<file path="src/rtl/etio_pkg.sv">
package etio_pkg;
  localparam int unsigned CLK_HZ          = 10_000_000;
  localparam int unsigned DEBOUNCE_MS     = 30;
  localparam int unsigned DEBOUNCE_CYC    = (CLK_HZ / 1000) * DEBOUNCE_MS;
  localparam int unsigned TICK_US         = 1000;
  localparam int unsigned TICK_CYC        = (CLK_HZ / 1_000_000) * TICK_US;
  // must outlast the input debounce, or a chained unit never sees it
  localparam int unsigned PULSE_MS        = 100;

  localparam logic [3:0] REG_CTRL   = 4'h0;
  localparam logic [3:0] REG_STAT   = 4'h1;
  localparam logic [3:0] REG_MASK   = 4'h2;
  localparam logic [3:0] REG_POST   = 4'h3;
  localparam logic [3:0] REG_LEVEL  = 4'h4;
  localparam logic [3:0] REG_STATE  = 4'h5;

  localparam int unsigned CTRL_EDGE_RISE = 0;
  localparam int unsigned CTRL_IN_EN     = 1;
  localparam int unsigned CTRL_OUT_FULL  = 2;
  localparam int unsigned CTRL_OUT_SW    = 3;
  localparam int unsigned CTRL_START_EN  = 4;
  localparam int unsigned CTRL_STOP_SW   = 5;

  localparam int unsigned EV_TRIG    = 0;
  localparam int unsigned EV_FULL    = 1;
  localparam int unsigned EV_POSTEND = 2;
  localparam int unsigned EV_PULSE   = 3;
  localparam int unsigned EV_W       = 4;

  localparam logic [7:0] CTRL_RESET = 8'h00;
  localparam logic [3:0] MASK_RESET = 4'h0;
  localparam logic [15:0] POST_RESET = 16'h0000;
  localparam logic [15:0] PULSE_LEN_RESET = 16'(PULSE_MS);
endpackage

</file>
<file path="src/rtl/etio_deb_if.sv">
`timescale 1ns/1ps
`default_nettype none
interface etio_deb_if;
  logic level;
  logic rise;
  logic fall;
  modport src (output level, output rise, output fall);
  modport dst (input level, input rise, input fall);
endinterface
`default_nettype wire

</file>
<file path="src/rtl/etio_top.sv">
// Operation
// - software selects rising or falling edges on the trigger input
// - falling selection triggers when the line is pulled to ground
// - rising selection triggers when the line returns high
// - level changes shorter than 30 ms are ignored by the debouncer
// - undriven input reads high through the internal pull-up
// - the trigger output can drive a pulse when configured
// - an output pulse may be emitted when log storage becomes full
// - an accepted trigger edge may start logging
// - post-trigger time zero means logging never stops on a timer
//
// Decided for this implementation: strobed register access and the register offsets.
`timescale 1ns/1ps
`default_nettype none
module etio_top #(
  parameter int unsigned DEBOUNCE_CYC = etio_pkg::DEBOUNCE_CYC,
  parameter int unsigned TICK_CYC     = etio_pkg::TICK_CYC
) (
  input  wire logic        core_clk,
  input  wire logic        resetn,
  input  wire logic        trig_in,
  input  wire logic        trig_in_driven,
  input  wire logic        storage_full,
  input  wire logic [3:0]  addr,
  input  wire logic [15:0] wdata,
  input  wire logic        wr,
  input  wire logic        rd,
  output logic      [15:0] rdata,
  output logic             trig_out,
  output logic             log_start,
  output logic             log_stop,
  output logic             logging,
  output logic             irq
);
  //////////////////////////////////////////////////////////////////////
  logic [7:0]  ctrl;
  logic [3:0]  stat;
  logic [3:0]  mask;
  logic [15:0] post_ms;
  logic [15:0] pulse_ms;
  logic [15:0] post_left;
  logic        pin_level;
  logic        trig_ev;
  logic        full_d;
  logic        full_ev;
  logic        fire;
  logic        busy;
  logic        tick;
  logic        post_end;
  logic [3:0]  events;
  logic        sw_pulse;

  etio_deb_if deb ();

  // pull-up: an undriven pin is seen as high
  assign pin_level = trig_in_driven ? trig_in : 1'b1;

  etio_debounce #(
    .STABLE_CYC (DEBOUNCE_CYC)
  ) u_deb (
    .core_clk (core_clk),
    .resetn   (resetn),
    .pin_in   (pin_level),
    .deb      (deb)
  );

  //////////////////////////////////////////////////////////////////////
  // edge select; debouncer gives single-cycle pulses
  always_comb begin
    if (!ctrl[etio_pkg::CTRL_IN_EN]) begin
      trig_ev = 1'b0;
    end else if (ctrl[etio_pkg::CTRL_EDGE_RISE]) begin
      trig_ev = deb.rise;
    end else begin
      trig_ev = deb.fall;
    end
  end

  always_ff @(posedge core_clk) begin
    if (!resetn) begin
      full_d <= 1'b0;
    end else begin
      full_d <= storage_full;
    end
  end
  assign full_ev = storage_full && !full_d;

  //////////////////////////////////////////////////////////////////////
  // output pulse
  assign sw_pulse = wr && (addr == etio_pkg::REG_CTRL) &&
                    wdata[etio_pkg::CTRL_OUT_SW];
  assign fire = sw_pulse ||
                (full_ev && ctrl[etio_pkg::CTRL_OUT_FULL]);

  etio_pulse #(
    .TICK_CYC (TICK_CYC)
  ) u_pulse (
    .core_clk (core_clk),
    .resetn   (resetn),
    .fire     (fire),
    .len_ms   (pulse_ms),
    .busy     (busy),
    .tick     (tick)
  );

  // active low pulse, so a chained input sees a falling edge first
  always_ff @(posedge core_clk) begin
    if (!resetn) begin
      trig_out <= 1'b1;
    end else begin
      trig_out <= !busy;
    end
  end

  //////////////////////////////////////////////////////////////////////
  // logging session and post-trigger timer
  assign post_end = logging && (post_ms != 16'h0000) && tick &&
                    (post_left == 16'h0001);

  always_ff @(posedge core_clk) begin
    if (!resetn) begin
      logging   <= 1'b0;
      log_start <= 1'b0;
      log_stop  <= 1'b0;
      post_left <= '0;
    end else begin
      log_start <= 1'b0;
      log_stop  <= 1'b0;
      if (trig_ev && ctrl[etio_pkg::CTRL_START_EN] && !logging) begin
        logging   <= 1'b1;
        log_start <= 1'b1;
        post_left <= post_ms;
      end else if (logging && wr && (addr == etio_pkg::REG_CTRL) &&
                   wdata[etio_pkg::CTRL_STOP_SW]) begin
        logging  <= 1'b0;
        log_stop <= 1'b1;
      end else if (post_end) begin
        logging  <= 1'b0;
        log_stop <= 1'b1;
      end else if (logging && tick && post_ms != 16'h0000) begin
        post_left <= post_left - 16'h0001;
      end
    end
  end

  //////////////////////////////////////////////////////////////////////
  // registers
  always_ff @(posedge core_clk) begin
    if (!resetn) begin
      ctrl <= etio_pkg::CTRL_RESET;
    end else if (wr && addr == etio_pkg::REG_CTRL) begin
      ctrl <= wdata[7:0];
      // self-clearing command bits never stay set
      ctrl[etio_pkg::CTRL_OUT_SW]  <= 1'b0;
      ctrl[etio_pkg::CTRL_STOP_SW] <= 1'b0;
    end
  end

  always_ff @(posedge core_clk) begin
    if (!resetn) begin
      mask     <= etio_pkg::MASK_RESET;
      post_ms  <= etio_pkg::POST_RESET;
      pulse_ms <= etio_pkg::PULSE_LEN_RESET;
    end else if (wr) begin
      if (addr == etio_pkg::REG_MASK) begin
        mask <= wdata[3:0];
      end
      if (addr == etio_pkg::REG_POST) begin
        post_ms <= wdata;
      end
      if (addr == etio_pkg::REG_LEVEL) begin
        pulse_ms <= wdata;
      end
    end
  end

  assign events = {fire && !busy, post_end, full_ev, trig_ev};

  // set wins over write-one-to-clear
  always_ff @(posedge core_clk) begin
    if (!resetn) begin
      stat <= '0;
    end else if (wr && addr == etio_pkg::REG_STAT) begin
      stat <= (stat & ~wdata[3:0]) | events;
    end else begin
      stat <= stat | events;
    end
  end

  always_ff @(posedge core_clk) begin
    if (!resetn) begin
      irq <= 1'b0;
    end else begin
      irq <= |(stat & mask);
    end
  end

  always_ff @(posedge core_clk) begin
    if (!resetn) begin
      rdata <= '0;
    end else if (rd) begin
      unique case (addr)
        etio_pkg::REG_CTRL:  rdata <= {8'h00, ctrl};
        etio_pkg::REG_STAT:  rdata <= {12'h000, stat};
        etio_pkg::REG_MASK:  rdata <= {12'h000, mask};
        etio_pkg::REG_POST:  rdata <= post_ms;
        etio_pkg::REG_LEVEL: rdata <= pulse_ms;
        etio_pkg::REG_STATE: rdata <= {13'h0, logging, busy,
                                       deb.level};
        default:             rdata <= '0;
      endcase
    end else begin
      rdata <= '0;
    end
  end

  //////////////////////////////////////////////////////////////////////
  property p_fall_trig;
    @(posedge core_clk) disable iff (!resetn)
      deb.fall && ctrl[etio_pkg::CTRL_IN_EN] &&
      !ctrl[etio_pkg::CTRL_EDGE_RISE] |=> stat[etio_pkg::EV_TRIG];
  endproperty
  a_fall_trig: assert property (p_fall_trig)
    else $error("falling edge did not trigger");

  property p_rise_trig;
    @(posedge core_clk) disable iff (!resetn)
      deb.rise && ctrl[etio_pkg::CTRL_IN_EN] &&
      ctrl[etio_pkg::CTRL_EDGE_RISE] |=> stat[etio_pkg::EV_TRIG];
  endproperty
  a_rise_trig: assert property (p_rise_trig)
    else $error("rising edge did not trigger");

  property p_wrong_edge;
    @(posedge core_clk) disable iff (!resetn)
      trig_ev |-> (ctrl[etio_pkg::CTRL_EDGE_RISE] ? deb.rise : deb.fall);
  endproperty
  a_wrong_edge: assert property (p_wrong_edge)
    else $error("trigger on opposite edge");

  property p_single;
    @(posedge core_clk) disable iff (!resetn)
      trig_ev |=> !trig_ev;
  endproperty
  a_single: assert property (p_single)
    else $error("more than one trigger per edge");

  property p_pullup;
    @(posedge core_clk) disable iff (!resetn)
      !trig_in_driven |-> pin_level;
  endproperty
  a_pullup: assert property (p_pullup)
    else $error("undriven input not high");

  property p_out_pulse;
    @(posedge core_clk) disable iff (!resetn)
      fire && !busy |=> busy ##1 !trig_out;
  endproperty
  a_out_pulse: assert property (p_out_pulse)
    else $error("output pulse not driven");

  property p_full_pulse;
    @(posedge core_clk) disable iff (!resetn)
      full_ev && ctrl[etio_pkg::CTRL_OUT_FULL] |-> fire;
  endproperty
  a_full_pulse: assert property (p_full_pulse)
    else $error("full did not fire output");

  property p_start;
    @(posedge core_clk) disable iff (!resetn)
      trig_ev && ctrl[etio_pkg::CTRL_START_EN] && !logging |=>
        logging && log_start;
  endproperty
  a_start: assert property (p_start)
    else $error("trigger did not start logging");

  property p_infinite;
    @(posedge core_clk) disable iff (!resetn)
      logging && post_ms == 16'h0000 |-> !post_end;
  endproperty
  a_infinite: assert property (p_infinite)
    else $error("timed stop with zero post time");

  // checker-only run length of the raw pin against the debounced level,
  // kept apart from the debouncer's own counter
  logic [31:0] diff_run;

  always_ff @(posedge core_clk) begin
    if (!resetn) begin
      diff_run <= '0;
    end else if (pin_level == deb.level) begin
      diff_run <= '0;
    end else begin
      diff_run <= diff_run + 32'h0000_0001;
    end
  end

  property p_deb_run;
    @(posedge core_clk) disable iff (!resetn)
      deb.rise || deb.fall |-> diff_run == 32'(DEBOUNCE_CYC);
  endproperty
  a_deb_run: assert property (p_deb_run)
    else $error("debounced edge without a full stable run");

  property p_opposite_quiet;
    @(posedge core_clk) disable iff (!resetn)
      (ctrl[etio_pkg::CTRL_EDGE_RISE] ? deb.fall : deb.rise) |=>
        !log_start;
  endproperty
  a_opposite_quiet: assert property (p_opposite_quiet)
    else $error("opposite edge started logging");

  property p_disabled;
    @(posedge core_clk) disable iff (!resetn)
      !ctrl[etio_pkg::CTRL_IN_EN] |=> !log_start;
  endproperty
  a_disabled: assert property (p_disabled)
    else $error("disabled input started logging");

  property p_start_once;
    @(posedge core_clk) disable iff (!resetn)
      log_start |=> !log_start;
  endproperty
  a_start_once: assert property (p_start_once)
    else $error("start pulse longer than one cycle");

  property p_start_stat;
    @(posedge core_clk) disable iff (!resetn)
      log_start |-> logging && stat[etio_pkg::EV_TRIG];
  endproperty
  a_start_stat: assert property (p_start_stat)
    else $error("start without trigger status");

  property p_post_stop;
    @(posedge core_clk) disable iff (!resetn)
      post_end |=> !logging && log_stop && stat[etio_pkg::EV_POSTEND];
  endproperty
  a_post_stop: assert property (p_post_stop)
    else $error("post time end did not stop logging");

  property p_zero_post_runs;
    @(posedge core_clk) disable iff (!resetn)
      logging && post_ms == 16'h0000 &&
      !(wr && addr == etio_pkg::REG_CTRL &&
        wdata[etio_pkg::CTRL_STOP_SW]) |=> logging;
  endproperty
  a_zero_post_runs: assert property (p_zero_post_runs)
    else $error("zero post time stopped on its own");

  property p_full_stat;
    @(posedge core_clk) disable iff (!resetn)
      full_ev |=> stat[etio_pkg::EV_FULL];
  endproperty
  a_full_stat: assert property (p_full_stat)
    else $error("storage full not recorded");

  property p_idle_high;
    @(posedge core_clk) disable iff (!resetn)
      !busy |=> trig_out;
  endproperty
  a_idle_high: assert property (p_idle_high)
    else $error("output low without a pulse");
endmodule
`default_nettype wire

</file>
<file path="src/rtl/etio_debounce.sv">
`timescale 1ns/1ps
`default_nettype none
module etio_debounce #(
  parameter int unsigned STABLE_CYC = etio_pkg::DEBOUNCE_CYC
) (
  input  wire logic  core_clk,
  input  wire logic  resetn,
  input  wire logic  pin_in,
  etio_deb_if.src    deb
);
  localparam int unsigned CW = $clog2(STABLE_CYC + 1);
  logic [CW-1:0] cnt;

  // idle level is high, matching the pull-up, so reset yields no edge
  always_ff @(posedge core_clk) begin
    if (!resetn) begin
      deb.level <= 1'b1;
      cnt       <= '0;
      deb.rise  <= 1'b0;
      deb.fall  <= 1'b0;
    end else begin
      deb.rise <= 1'b0;
      deb.fall <= 1'b0;
      if (pin_in == deb.level) begin
        cnt <= '0;
      end else if (cnt == CW'(STABLE_CYC - 1)) begin
        cnt       <= '0;
        deb.level <= pin_in;
        deb.rise  <= pin_in;
        deb.fall  <= !pin_in;
      end else begin
        cnt <= cnt + CW'(1);
      end
    end
  end

  property p_short_ignored;
    @(posedge core_clk) disable iff (!resetn)
      (deb.level == pin_in) ##1 (deb.level != pin_in) |->
        ##1 $stable(deb.level);
  endproperty
  a_short_ignored: assert property (p_short_ignored)
    else $error("level changed too soon");

  property p_one_edge;
    @(posedge core_clk) disable iff (!resetn)
      deb.rise || deb.fall |-> ##1 !(deb.rise || deb.fall);
  endproperty
  a_one_edge: assert property (p_one_edge)
    else $error("edge pulse longer than one cycle");
endmodule
`default_nettype wire

</file>
<file path="src/rtl/etio_pulse.sv">
`timescale 1ns/1ps
`default_nettype none
module etio_pulse #(
  parameter int unsigned TICK_CYC = etio_pkg::TICK_CYC
) (
  input  wire logic        core_clk,
  input  wire logic        resetn,
  input  wire logic        fire,
  input  wire logic [15:0] len_ms,
  output logic             busy,
  output logic             tick
);
  localparam int unsigned TW = $clog2(TICK_CYC + 1);
  logic [TW-1:0] div;
  logic [15:0]   left;

  // one ms enable shared by the pulse and the post-trigger timer
  always_ff @(posedge core_clk) begin
    if (!resetn) begin
      div  <= '0;
      tick <= 1'b0;
    end else begin
      tick <= (div == TW'(TICK_CYC - 1));
      div  <= (div == TW'(TICK_CYC - 1)) ? '0 : div + TW'(1);
    end
  end

  always_ff @(posedge core_clk) begin
    if (!resetn) begin
      left <= '0;
      busy <= 1'b0;
    end else if (fire && !busy) begin
      left <= (len_ms == 16'h0000) ? 16'h0001 : len_ms;
      busy <= 1'b1;
    end else if (busy && tick) begin
      left <= left - 16'h0001;
      busy <= (left != 16'h0001);
    end
  end
endmodule
`default_nettype wire

</file>
<file path="config.mk">
export PLATFORM = sky130hd
export DESIGN_NAME = etio_top
export DESIGN_NICKNAME = d
export VERILOG_FILES = /design/src/rtl/etio_pkg.sv /design/src/rtl/etio_deb_if.sv /design/src/rtl/etio_top.sv /design/src/rtl/etio_debounce.sv /design/src/rtl/etio_pulse.sv
export SDC_FILE = /design/constraint.sdc
export NUM_CORES = 1
export LEC_CHECK = 0
export BUFFER_PORTS_ARGS = -buffer_cell sky130_fd_sc_hd__buf_2
export CAP_MARGIN = 20
export CORE_MARGIN = 3
export CORE_UTILIZATION = 55
export DETAILED_ROUTE_END_ITERATION = 6
export PLACE_DENSITY_LB_ADDON = 0.1
export SLEW_MARGIN = 20
export SYNTH_ARGS = -nofsm -noshare
export SYNTH_HDL_FRONTEND = slang
export SYNTH_SLANG_ARGS = --single-unit
</file>
<file path="constraint.sdc">
create_clock -name core_clk -period 2.8 [get_ports core_clk]
set_input_delay 0.56 -clock core_clk [delete_from_list [all_inputs] [get_ports core_clk]]
set_output_delay 0.56 -clock core_clk [all_outputs]
set_load 0.01 [all_outputs]
</file>
; Yosys cells after proc, flatten, opt, wreduce, memory -nomap -nowiden
; Cells that the tools add are included.
[op_classes]
bitwise = 8
n_eq_ne = 12
addsub = 4
reduce_logical = 39
mux = 20
[ops]
columns = operator, count
row1 = 16-bit 2-to-1 mux, 7
row2 = 16-bit one-hot mux with 6 select lines, 1
row3 = "16-bit by 1-bit subtractor with 16-bit output, second input constant", 2
row4 = "19-bit by 1-bit adder with 19-bit output, second input constant", 1
row5 = "19-bit equality test, second input constant", 1
row6 = 1-bit logical AND, 17
row7 = "16-bit by 1-bit equality test with 1-bit output, second input constant", 1
row8 = 16-bit logical NOT, 1
row9 = "16-bit by 1-bit inequality test with 1-bit output, second input constant", 1
row10 = 16-bit nonzero test, 1
row11 = "14-bit by 1-bit adder with 14-bit output, second input constant", 1
row12 = "14-bit equality test, second input constant", 1
row13 = 1-bit 2-to-1 mux, 11
row14 = 2-bit AND reduction, 5
row15 = 4-bit AND, 2
row16 = "4-bit by 2-bit equality test with 1-bit output, second input constant", 2
row17 = "4-bit by 3-bit equality test with 1-bit output, second input constant", 2
row18 = 4-bit OR, 2
row19 = 3-bit OR reduction, 2
row20 = "4-bit by 1-bit equality test with 1-bit output, second input constant", 1
row21 = 1-bit logical NOT, 4
row22 = 4-bit logical NOT, 1
row23 = 4-bit 2-to-1 mux, 1
row24 = 4-bit NOT, 1
row25 = 10 further kinds, 14
[totals]
inputBits = 27
output_inout_bits = 21
wordCells = 104
ff_bits = 138

; Logic depth before layout (Yosys ltp)
; Gate-level depths: netlist of run 1.
[depth]
ltp_word = 7
depth_mapped = 9
mapped_depth_nobuf = 7

; Modules after synthesis
; From an unflattened synthesis of run 1, not the netlist that was laid out.
[unflattened]
cells_unflattened = 750
hier_area_um2 = 6308.6
[modules_own_cells]
columns = mod, area_each_um2, n_inst, cells_per_inst, seq_area_each_um2
row1 = etio_top, 3687.3, 1, 443, 1681.6
row2 = etio_pulse, 1605.3, 1, 194, 640.6
row3 = etio_debounce, 1016.0, 1, 113, 440.4

; Worst setup path before layout of run 1
; Ideal clock, no wire load.
[synth_timing]
path_type = input port to flip-flop
startpoint = input addr[1]
endpoint = register pulse_ms[10]
path_slack_ns = 0.596
setup_ns = 0.070
path_stages = 8
n_path_buf = 3
t_required_ns = 2.730
t_arrival_ns = 2.133
cell_sequence = buf_2 > or3b_2 > nor2_1 > and2_1 > clkbuf_1 > buf_2 > nand2_1 > a21oi_1
[synth_between]
elab_chain_len = 2
[synth_rtl]
columns = item, line
row1 = from (decl), etio_top.sv:24  ; input wire logic [3:0] addr,
row2 = 4-bit by 3-bit equality test with 1-bit output, etio_top.sv:171  ; if (addr == etio_pkg::REG_LEVEL) begin
row3 = 2-bit AND reduction (no line), n/a
row4 = to (signal assigned), etio_top.sv:163  ; pulse_ms <= etio_pkg::PULSE_LEN_RESET;
row5 = to (signal assigned), etio_top.sv:172  ; pulse_ms <= wdata;
row6 = to (decl), etio_top.sv:40  ; logic [15:0] pulse_ms;
; Every way passes these cells.
; A chain may end at the register's enable or synchronous reset.

; Final worst setup path of run 1
[layout_timing]
startpoint = register post_left[0]
endpoint = register post_left[14]
[layout_between]
elab_chain_len = 5
word_cells_on_any_way = 9
classes_between = add/sub: 1 / eq/ne: 2 / mux: 4 / reduce/logical: 2
[layout_rtl]
columns = item, line
row1 = from (decl), etio_top.sv:41  ; logic [15:0] post_left;
row2 = from (signal assigned), etio_top.sv:132  ; post_left <= post_ms;
row3 = from (signal assigned), etio_top.sv:141  ; post_left <= post_left - 16'h0001;
row4 = 16-bit by 1-bit subtractor with 16-bit output, etio_top.sv:141
row5 = 16-bit 2-to-1 mux, etio_top.sv:140  ; end else if (logging && tick && post_ms != 16'h0000) begin
row6 = 16-bit 2-to-1 mux, etio_top.sv:137  ; end else if (post_end) begin
row7 = 16-bit 2-to-1 mux, etio_top.sv:133  ; end else if (logging && wr && (addr == etio_pkg::REG_CTRL) &&
row8 = 16-bit 2-to-1 mux, etio_top.sv:129  ; if (trig_ev && ctrl[etio_pkg::CTRL_START_EN] && !logging) begin
; Several ways; a longest one is shown, not always the timed one. The select of a mux whose other input is x is not followed.

==> flow_summary.toml, run 1 <==
[critical_path]
slowest_stage = "o21ai_0"
ff2ff_setup_slack_ns = 0.57
setup.worst_path.end_class = "flip-flop"
critical_path_class = "reg2reg"
r2r-end = "post_left[14]$_SDFFE_PN0P_"
crit_top_cell = "o21ai_0"
r2r_cells = 6
max_stage_delay_ns = 0.63
worst-path-max-fanout = 6
cp.required_ns = 3.19
arrival_ns = 2.62
r2r_start = "post_left[0]$_SDFFE_PN0P_"
critPathLaunchType = "flip-flop"
cp_cell_sequence = "ha_1 -> nor3b_1 -> nand4_1 -> o21ai_0 -> a21o_1 -> o21ai_0"

[die]
core_area_um2 = 10460
die_area_um2 = 12230
io-pin-count = 48
start_util_pct = 57.49
std_cell_rows = 37
die_y_um = 110.6
die_w_um = 110.6

[outcome]
run_status = "completed"

[cells_and_area]
diodes = 0
fillers = 906
multi_input_area_um2 = 3062
post-route-util_pct = 65.80
area_growth_syn_to_layout_pct = 14.46
final_nets = 801
drive_gt1_share_pct = 13.02
regArea_um2 = 2763

[hold_path]
hold_end = "full_d$_SDFF_PN0_"
min_path_type = "in2reg"
holdCritStartpoint = "storage_full"
hold_depth = 2

[synthesis]
postSynthNetCount = 759
ys.flop_type = "dfxtp_1"
yosys-top-cells-area = "dfxtp_1 46%, nand2_1 7.7%, a21oi_1 5.9%"
async_reset_ff_share_pct = 0
yosysTopAreaCell = "dfxtp_1"
synth_area_per_cell_um2 = 8.284
ys_warn_count = 0
synth-edff-count = 0
yosysTopAreaCellShare_pct = 45.93
ys_ff_latch = 138
syn_area_um2 = 6015
yosysSeqAreaShare_pct = 45.93
synth_cells = 726
ys_types = 56

[placement]
io_buffers = 47
place.gp.congestion = 0.9246
hpwl_um = 10800

[grt]
grt_max_degree = 63
grt.total_usage_pct = 25.00
grt-ovfl-total = 0
grt_pass1_wl_um = 25360
grt_pass1_vias = 5234
grt_antenna_before_repair = 0

[routing]
vias = 5610
avgRoutedWirePerCell_um = 16.81
drt_iter0_drc = 495
avgViaCountPerCell = 6.151
wl_um = 15330
drtAntennaViolNets = 0
dr.pass1.iters = 6
drc = 0

[clock_tree]
post_cts_resized = 0
clock_latency_ns = 0.53
postCtsSetupBuffers = 0
cts_made_buffers = 17
clk_path_buf_depth = 2
cts_tree = "done"
clockRootBuffer = "clkbuf_8"
clock-sinks = 138
htree_levels = 4
hold_buffers = 0
clkTransAtPathRegs_ns = 0.06

[power_and_ir_drop]
ir_drop_v = 0.0006757
powerDensity_nw_per_um2 = 601.8
p_leak_nw = 2.498

[timing]
max_slew.worst_pin.slew_ns = 0.8101
period_needed_ns = 2.230
max_freq_mhz = 448.3
finClkSkew_ns = 0.007673
finalMaxSlewViolations = 0
finalSetupViolCount = 0
max_slew_margin_pct = 45.76
rsz0062_at_grt = "false"
setup_tns_ns = 0
hold_viol_final = 0
fin_crit_sh_pct = 79.66

[run]
maxCapViolCount = 0
-- final cells by class --
class,instances,area share (%)
Timing Repair Buffer,62,5.053
Multi-Input combinational cell,541,44.47
Clock buffer,23,6.779
Clock inverter,4,0.6543
Inverter,8,0.4362
Sequential cell,138,40.13
Tap cell,136,2.472
-- critical path: cells and delay by family (launching register included) --
family	cells	cell delay (ns)
AND/OR/NAND/NOR	2	0.42
flip-flops	1	0.42
AO/OA/AOI/OAI	3	1.10
adder cells (fa/ha/maj)	1	0.17
-- registers in the layout, indices dropped and copies added, names as in the netlist, 6 cells and up --
register and flops:
post_ms 16, u_pulse.div 14, rdata 16, u_deb.cnt 19
pulse_ms 16, u_pulse.left 16, ctrl 6, post_left 16
-- cell families (layout without fill, tap and decap cells) --
| logic type | Yosys count | in the layout | share of synthesized area (%) |
|---|---|---|---|
| AO/OA/AOI/OAI | 149 | 149 | 15.66 |
| adder cells (fa/ha/maj) | 6 | 6 | 1.248 |
| multiplexers | 8 | 8 | 1.352 |
| buffers and inverters | 47 | 97 | 3.162 |
| flip-flops | 138 | 138 | 45.93 |
| XOR/XNOR | 36 | 36 | 5.242 |
| AND/OR/NAND/NOR | 342 | 342 | 27.40 |
-- synth_stat cells, drive strengths merged, types with 3 or more instances --
cell    number
nand4       13
or2          4
a222oi       3
a31oi        3
nand3b       3
nor2        84
ha           6
o22ai        5
nor4b        4
a221oi       5
nor3        22
xnor2       18
a21oi       71
or3         10
dfxtp      138
or4          5
nand2      123
inv          8
buf          5
nor4        18
o311ai       6
o211ai       8
a22oi       14
a211oi       8
mux2i        7
xor2        18
nand3       33
and2         3
clkbuf      34
and4         5
and3         4
nor3b        3
o21ai       13
-- layer usage --
metal	wire length, um	part of all wire (%)	global-route usage (%)	vias to the layer above
met3	963	6.3	5.260	29
met4	342	2.2	9.770	0
met1	6986	46	33.86	2686
met2	7034	46	39.12	216
li1	-	-	-	2679
met5	0	0	0	-
-- how the worst max path moves through the flow --
stage	from	to	slack, ns	depth (start not counted)
2_1_floorplan	addr[1]	pulse_ms[10]$_SDFFE_PN0P_	0.60	8
3_3_place_gp	addr[1]	u_pulse.left[4]$_SDFFE_PN0P_	0.35	6
3_5_place_dp	addr[1]	u_pulse.left[4]$_SDFFE_PN0P_	0.28	6
4_1_cts	post_left[0]$_SDFFE_PN0P_	post_left[14]$_SDFFE_PN0P_	0.58	6
5_1_grt	post_left[0]$_SDFFE_PN0P_	post_left[6]$_SDFFE_PN0P_	0.29	6
6_report	post_left[0]$_SDFFE_PN0P_	post_left[14]$_SDFFE_PN0P_	0.57	6
-- cell usage in the layout (no fill, tap or decap), types with 6 or more instances in the layout --
cell type and instances:
dfxtp_1 138, nand2_1 123, nor2_1 84, a21oi_1 71
buf_2 47, nand3_1 33, nor3_1 21, xor2_1 18
xnor2_1 18, nor4_1 16, clkbuf_16 16, buf_4 15
a22oi_1 14, nand4_1 13, o21ai_0 13, or3_1 9
o211ai_1 8, a211oi_1 7, mux2i_1 7, inv_1 7
o311ai_0 6, ha_1 6
-- power by group --
group	switching (mW)	internal [mW]	total, mW
clock network	0.769	1.22	1.99
registers	0.0189	1.98	2.00
logic	0.103	0.0508	0.154
-- metrics by stage --
step                      power, mW  cells  cell area [um^2]  setup WS [ns]  hold slack (ns)
after CTS                     4.159    912              6884         0.5833           0.2439
after floorplan               2.130    726              6015         0.5964           0.4154
after global routing          4.267    912              6884         0.2933           0.2602
after global placement        2.190    885              6372         0.3471           0.4274
after detailed placement      2.195    885              6372         0.2788           0.4367
final                         4.143    912              6884         0.5695           0.2586
No activity file was read; power rests on OpenSTA's default activity.
==> run 2, diff against run 1 <==
--- a/config.mk
+++ b/config.mk
@@ -5,6 +5,7 @@
 export SDC_FILE = /design/constraint.sdc
 export NUM_CORES = 1
 export LEC_CHECK = 0
+export ABC_AREA = 1
 export BUFFER_PORTS_ARGS = -buffer_cell sky130_fd_sc_hd__buf_2
 export CAP_MARGIN = 20
 export CORE_MARGIN = 3
==> constraint.sdc (replaced) <==
create_clock -name core_clk -period 2.1 [get_ports core_clk]
set_input_delay 0.42 -clock core_clk [delete_from_list [all_inputs] [get_ports core_clk]]
set_output_delay 0.42 -clock core_clk [all_outputs]
set_load 0.01 [all_outputs]
==> flow_summary.toml, run 2 <==
[outcome]
run_status = "completed"

[power_and_ir_drop]
p_leak_nw = 3.612
ir_drop_v = 0.0007343
powerDensity_nw_per_um2 = 799.3

[synthesis]
synth_area_per_cell_um2 = 6.703
synth-edff-count = 0
yosysTopAreaCell = "dfxtp_1"
yosysSeqAreaShare_pct = 40.21
ys_ff_latch = 138
yosys-top-cells-count = "235 x nand2_1, 145 x nor2_1, 143 x inv_1"
yosysTopAreaCellShare_pct = 40.21
synth_cells = 1025
ys_warn_count = 0
yosysMostFrequentCell = "nand2_1"
syn_area_um2 = 6870
ys.flop_type = "dfxtp_1"
postSynthNetCount = 1058
yosys-top-cells-area = "dfxtp_1 40%, nand2_1 13%, nor2_1 7.9%"
async_reset_ff_share_pct = 0
ys_types = 40

[die]
die_y_um = 117.8
die_w_um = 117.8
io-pin-count = 48
std_cell_rows = 40
core_area_um2 = 12110
die_area_um2 = 13870
start_util_pct = 56.73

[cells_and_area]
diodes = 0
layout_commonest_cell = "nand2_1"
final_nets = 1111
multi_input_area_um2 = 3387
final_cell_mix = "235 x nand2_1, 145 x nor2_1, 143 x inv_1"
largest_register = "u_deb.cnt"
drive_gt1_share_pct = 11.18
largest_register_ffs = 19
area_growth_syn_to_layout_pct = 15.70
regArea_um2 = 2763
fillers = 1113

[routing]
drt_iter0_drc = 558
avgRoutedWirePerCell_um = 13.76
avgViaCountPerCell = 5.247
dr.pass1.iters = 6
drc = 0
drtAntennaViolNets = 0
vias = 6606
wl_um = 17330

[critical_path]
slowest_stage = "dfxtp_1"
crit_top_cell = "nand2_1"
ff2ff_setup_slack_ns = 0.40
max_stage_delay_ns = 0.34
critPathLaunchType = "flip-flop"
setup.worst_path.end_class = "flip-flop"
critical_path_class = "reg2reg"
worst-path-max-fanout = 13
cp_cell_sequence = "ha_1 -> nand2_1 -> inv_1 -> nand3b_1 -> nor3_1 -> nand2_1 -> nand2_1 -> inv_1 -> nand2_1 -> inv_1"
arrival_ns = 2.03
cp.required_ns = 2.43

[run]
maxCapViolCount = 0

[clock_tree]
clock-sinks = 138
cts_tree = "done"
clockRootBuffer = "clkbuf_16"
postCtsSetupBuffers = 0
htree_levels = 4
post_cts_resized = 0
clk_path_buf_depth = 2
cts_made_buffers = 17
clkTransAtPathRegs_ns = 0.06
clock_latency_ns = 0.43
hold_buffers = 0

[hold_path]
min_path_type = "in2reg"

[timing]
rsz0062_at_grt = "false"
period_needed_ns = 1.702
hold_viol_final = 0
max_slew_margin_pct = 66.58
finalWorstSetupSlack_ns = 0.3983
fin_crit_sh_pct = 81.03
finalSetupViolCount = 0
max_slew.worst_pin.slew_ns = 0.5007
hold_ws_ns = 0.1846
setup_tns_ns = 0
max_freq_mhz = 587.7
finClkSkew_ns = 0.007758
finalMaxSlewViolations = 0

[grt]
grt_pass1_vias = 6149
grt_max_degree = 48
grt-ovfl-total = 0
grt.total_usage_pct = 25.88
grt_pass1_wl_um = 29350
grt_antenna_before_repair = 0

[placement]
hpwl_um = 12510
io_buffers = 47
dp_slack_ns = 0.1902
place.gp.congestion = 0.9146
## run 2: cell types whose count changed after synthesis, moves of 9 or more
cell,delta
inv_1,+135
nand2_1,+112
nor2_1,+61
o21ai_0,+53
nand3_1,+31
clkbuf_1,-22
a22oi_1,-14
xnor2_1,-14
nor4_1,-13
or3_1,-9
## run 2: per-stage QoR
step	instance area [um^2]	power [mW]	instances	utilization (%)
3_5_place_dp	7287	3.061	1227	60.17
6_report	7949	6.353	1259	65.63
2_1_floorplan	6870	2.950	1025	-
5_1_grt	7949	6.561	1259	65.63
3_3_place_gp	7287	3.059	1227	60.17
4_1_cts	7949	6.384	1259	65.63
## run 2: kinds of logic (layout without fill, tap and decap cells)
| family | Yosys count | in the layout | synth area share, % |
|---|---|---|---|
| and+or+nand+nor | 514 | 514 | 32.49 |
| DFF | 138 | 138 | 40.21 |
| adders and majority gates | 6 | 6 | 1.093 |
| AOI/OAI and AO/OA | 173 | 173 | 13.55 |
| xor gates and xnor gates | 17 | 17 | 2.167 |
| buffers and inverters | 177 | 243 | 10.49 |
## run 2: path summary, 6_finish.rpt
path                                                 from                         to  cells after the start
worst max-delay path            u_pulse.div[0]$_SDFF_PP0_  u_pulse.div[9]$_SDFF_PP0_                     10
worst min-delay path                              trig_in  u_deb.deb.fall$_SDFF_PP0_                      2
worst max register to register  u_pulse.div[0]$_SDFF_PP0_  u_pulse.div[9]$_SDFF_PP0_                     10
worst min register to register  u_pulse.div[0]$_SDFF_PP0_  u_pulse.div[0]$_SDFF_PP0_                      1
## run 2: cell type report
type                    instances  share of cell area (%)
repair buffers                 64                   4.722
clock inverters                11                   2.408
multi-input cells             710                   42.61
clock buffers                  21                   5.918
inverters                     147                   6.942
well taps                     168                   2.644
flip-flops and latches        138                   34.76
## run 2: where the power goes
| part | switching, mW | total (mW) | leakage [nW] | internal, mW |
|---|---|---|---|---|
| Combinational | 0.228 | 0.337 | 2.18 | 0.109 |
| Sequential | 0.0244 | 2.68 | 1.11 | 2.65 |
| Clock | 1.14 | 3.34 | 0.315 | 2.20 |
| Total | 1.39 | 6.35 | 3.61 | 4.96 |
## run 2: critical path, delay by kind of cell (launching register included)
family / cells / cell delay [ns]
flops: 1 / 0.34
buf+inv: 3 / 0.24
simple gates: 6 / 0.84
fa+ha+maj: 1 / 0.17
## run 2: layer usage
layer	wire length (um)	GRT usage (%)
met2	7911	41.03
met3	1265	7.448
met5	0	0
met4	292	7.912
met1	7856	34.28
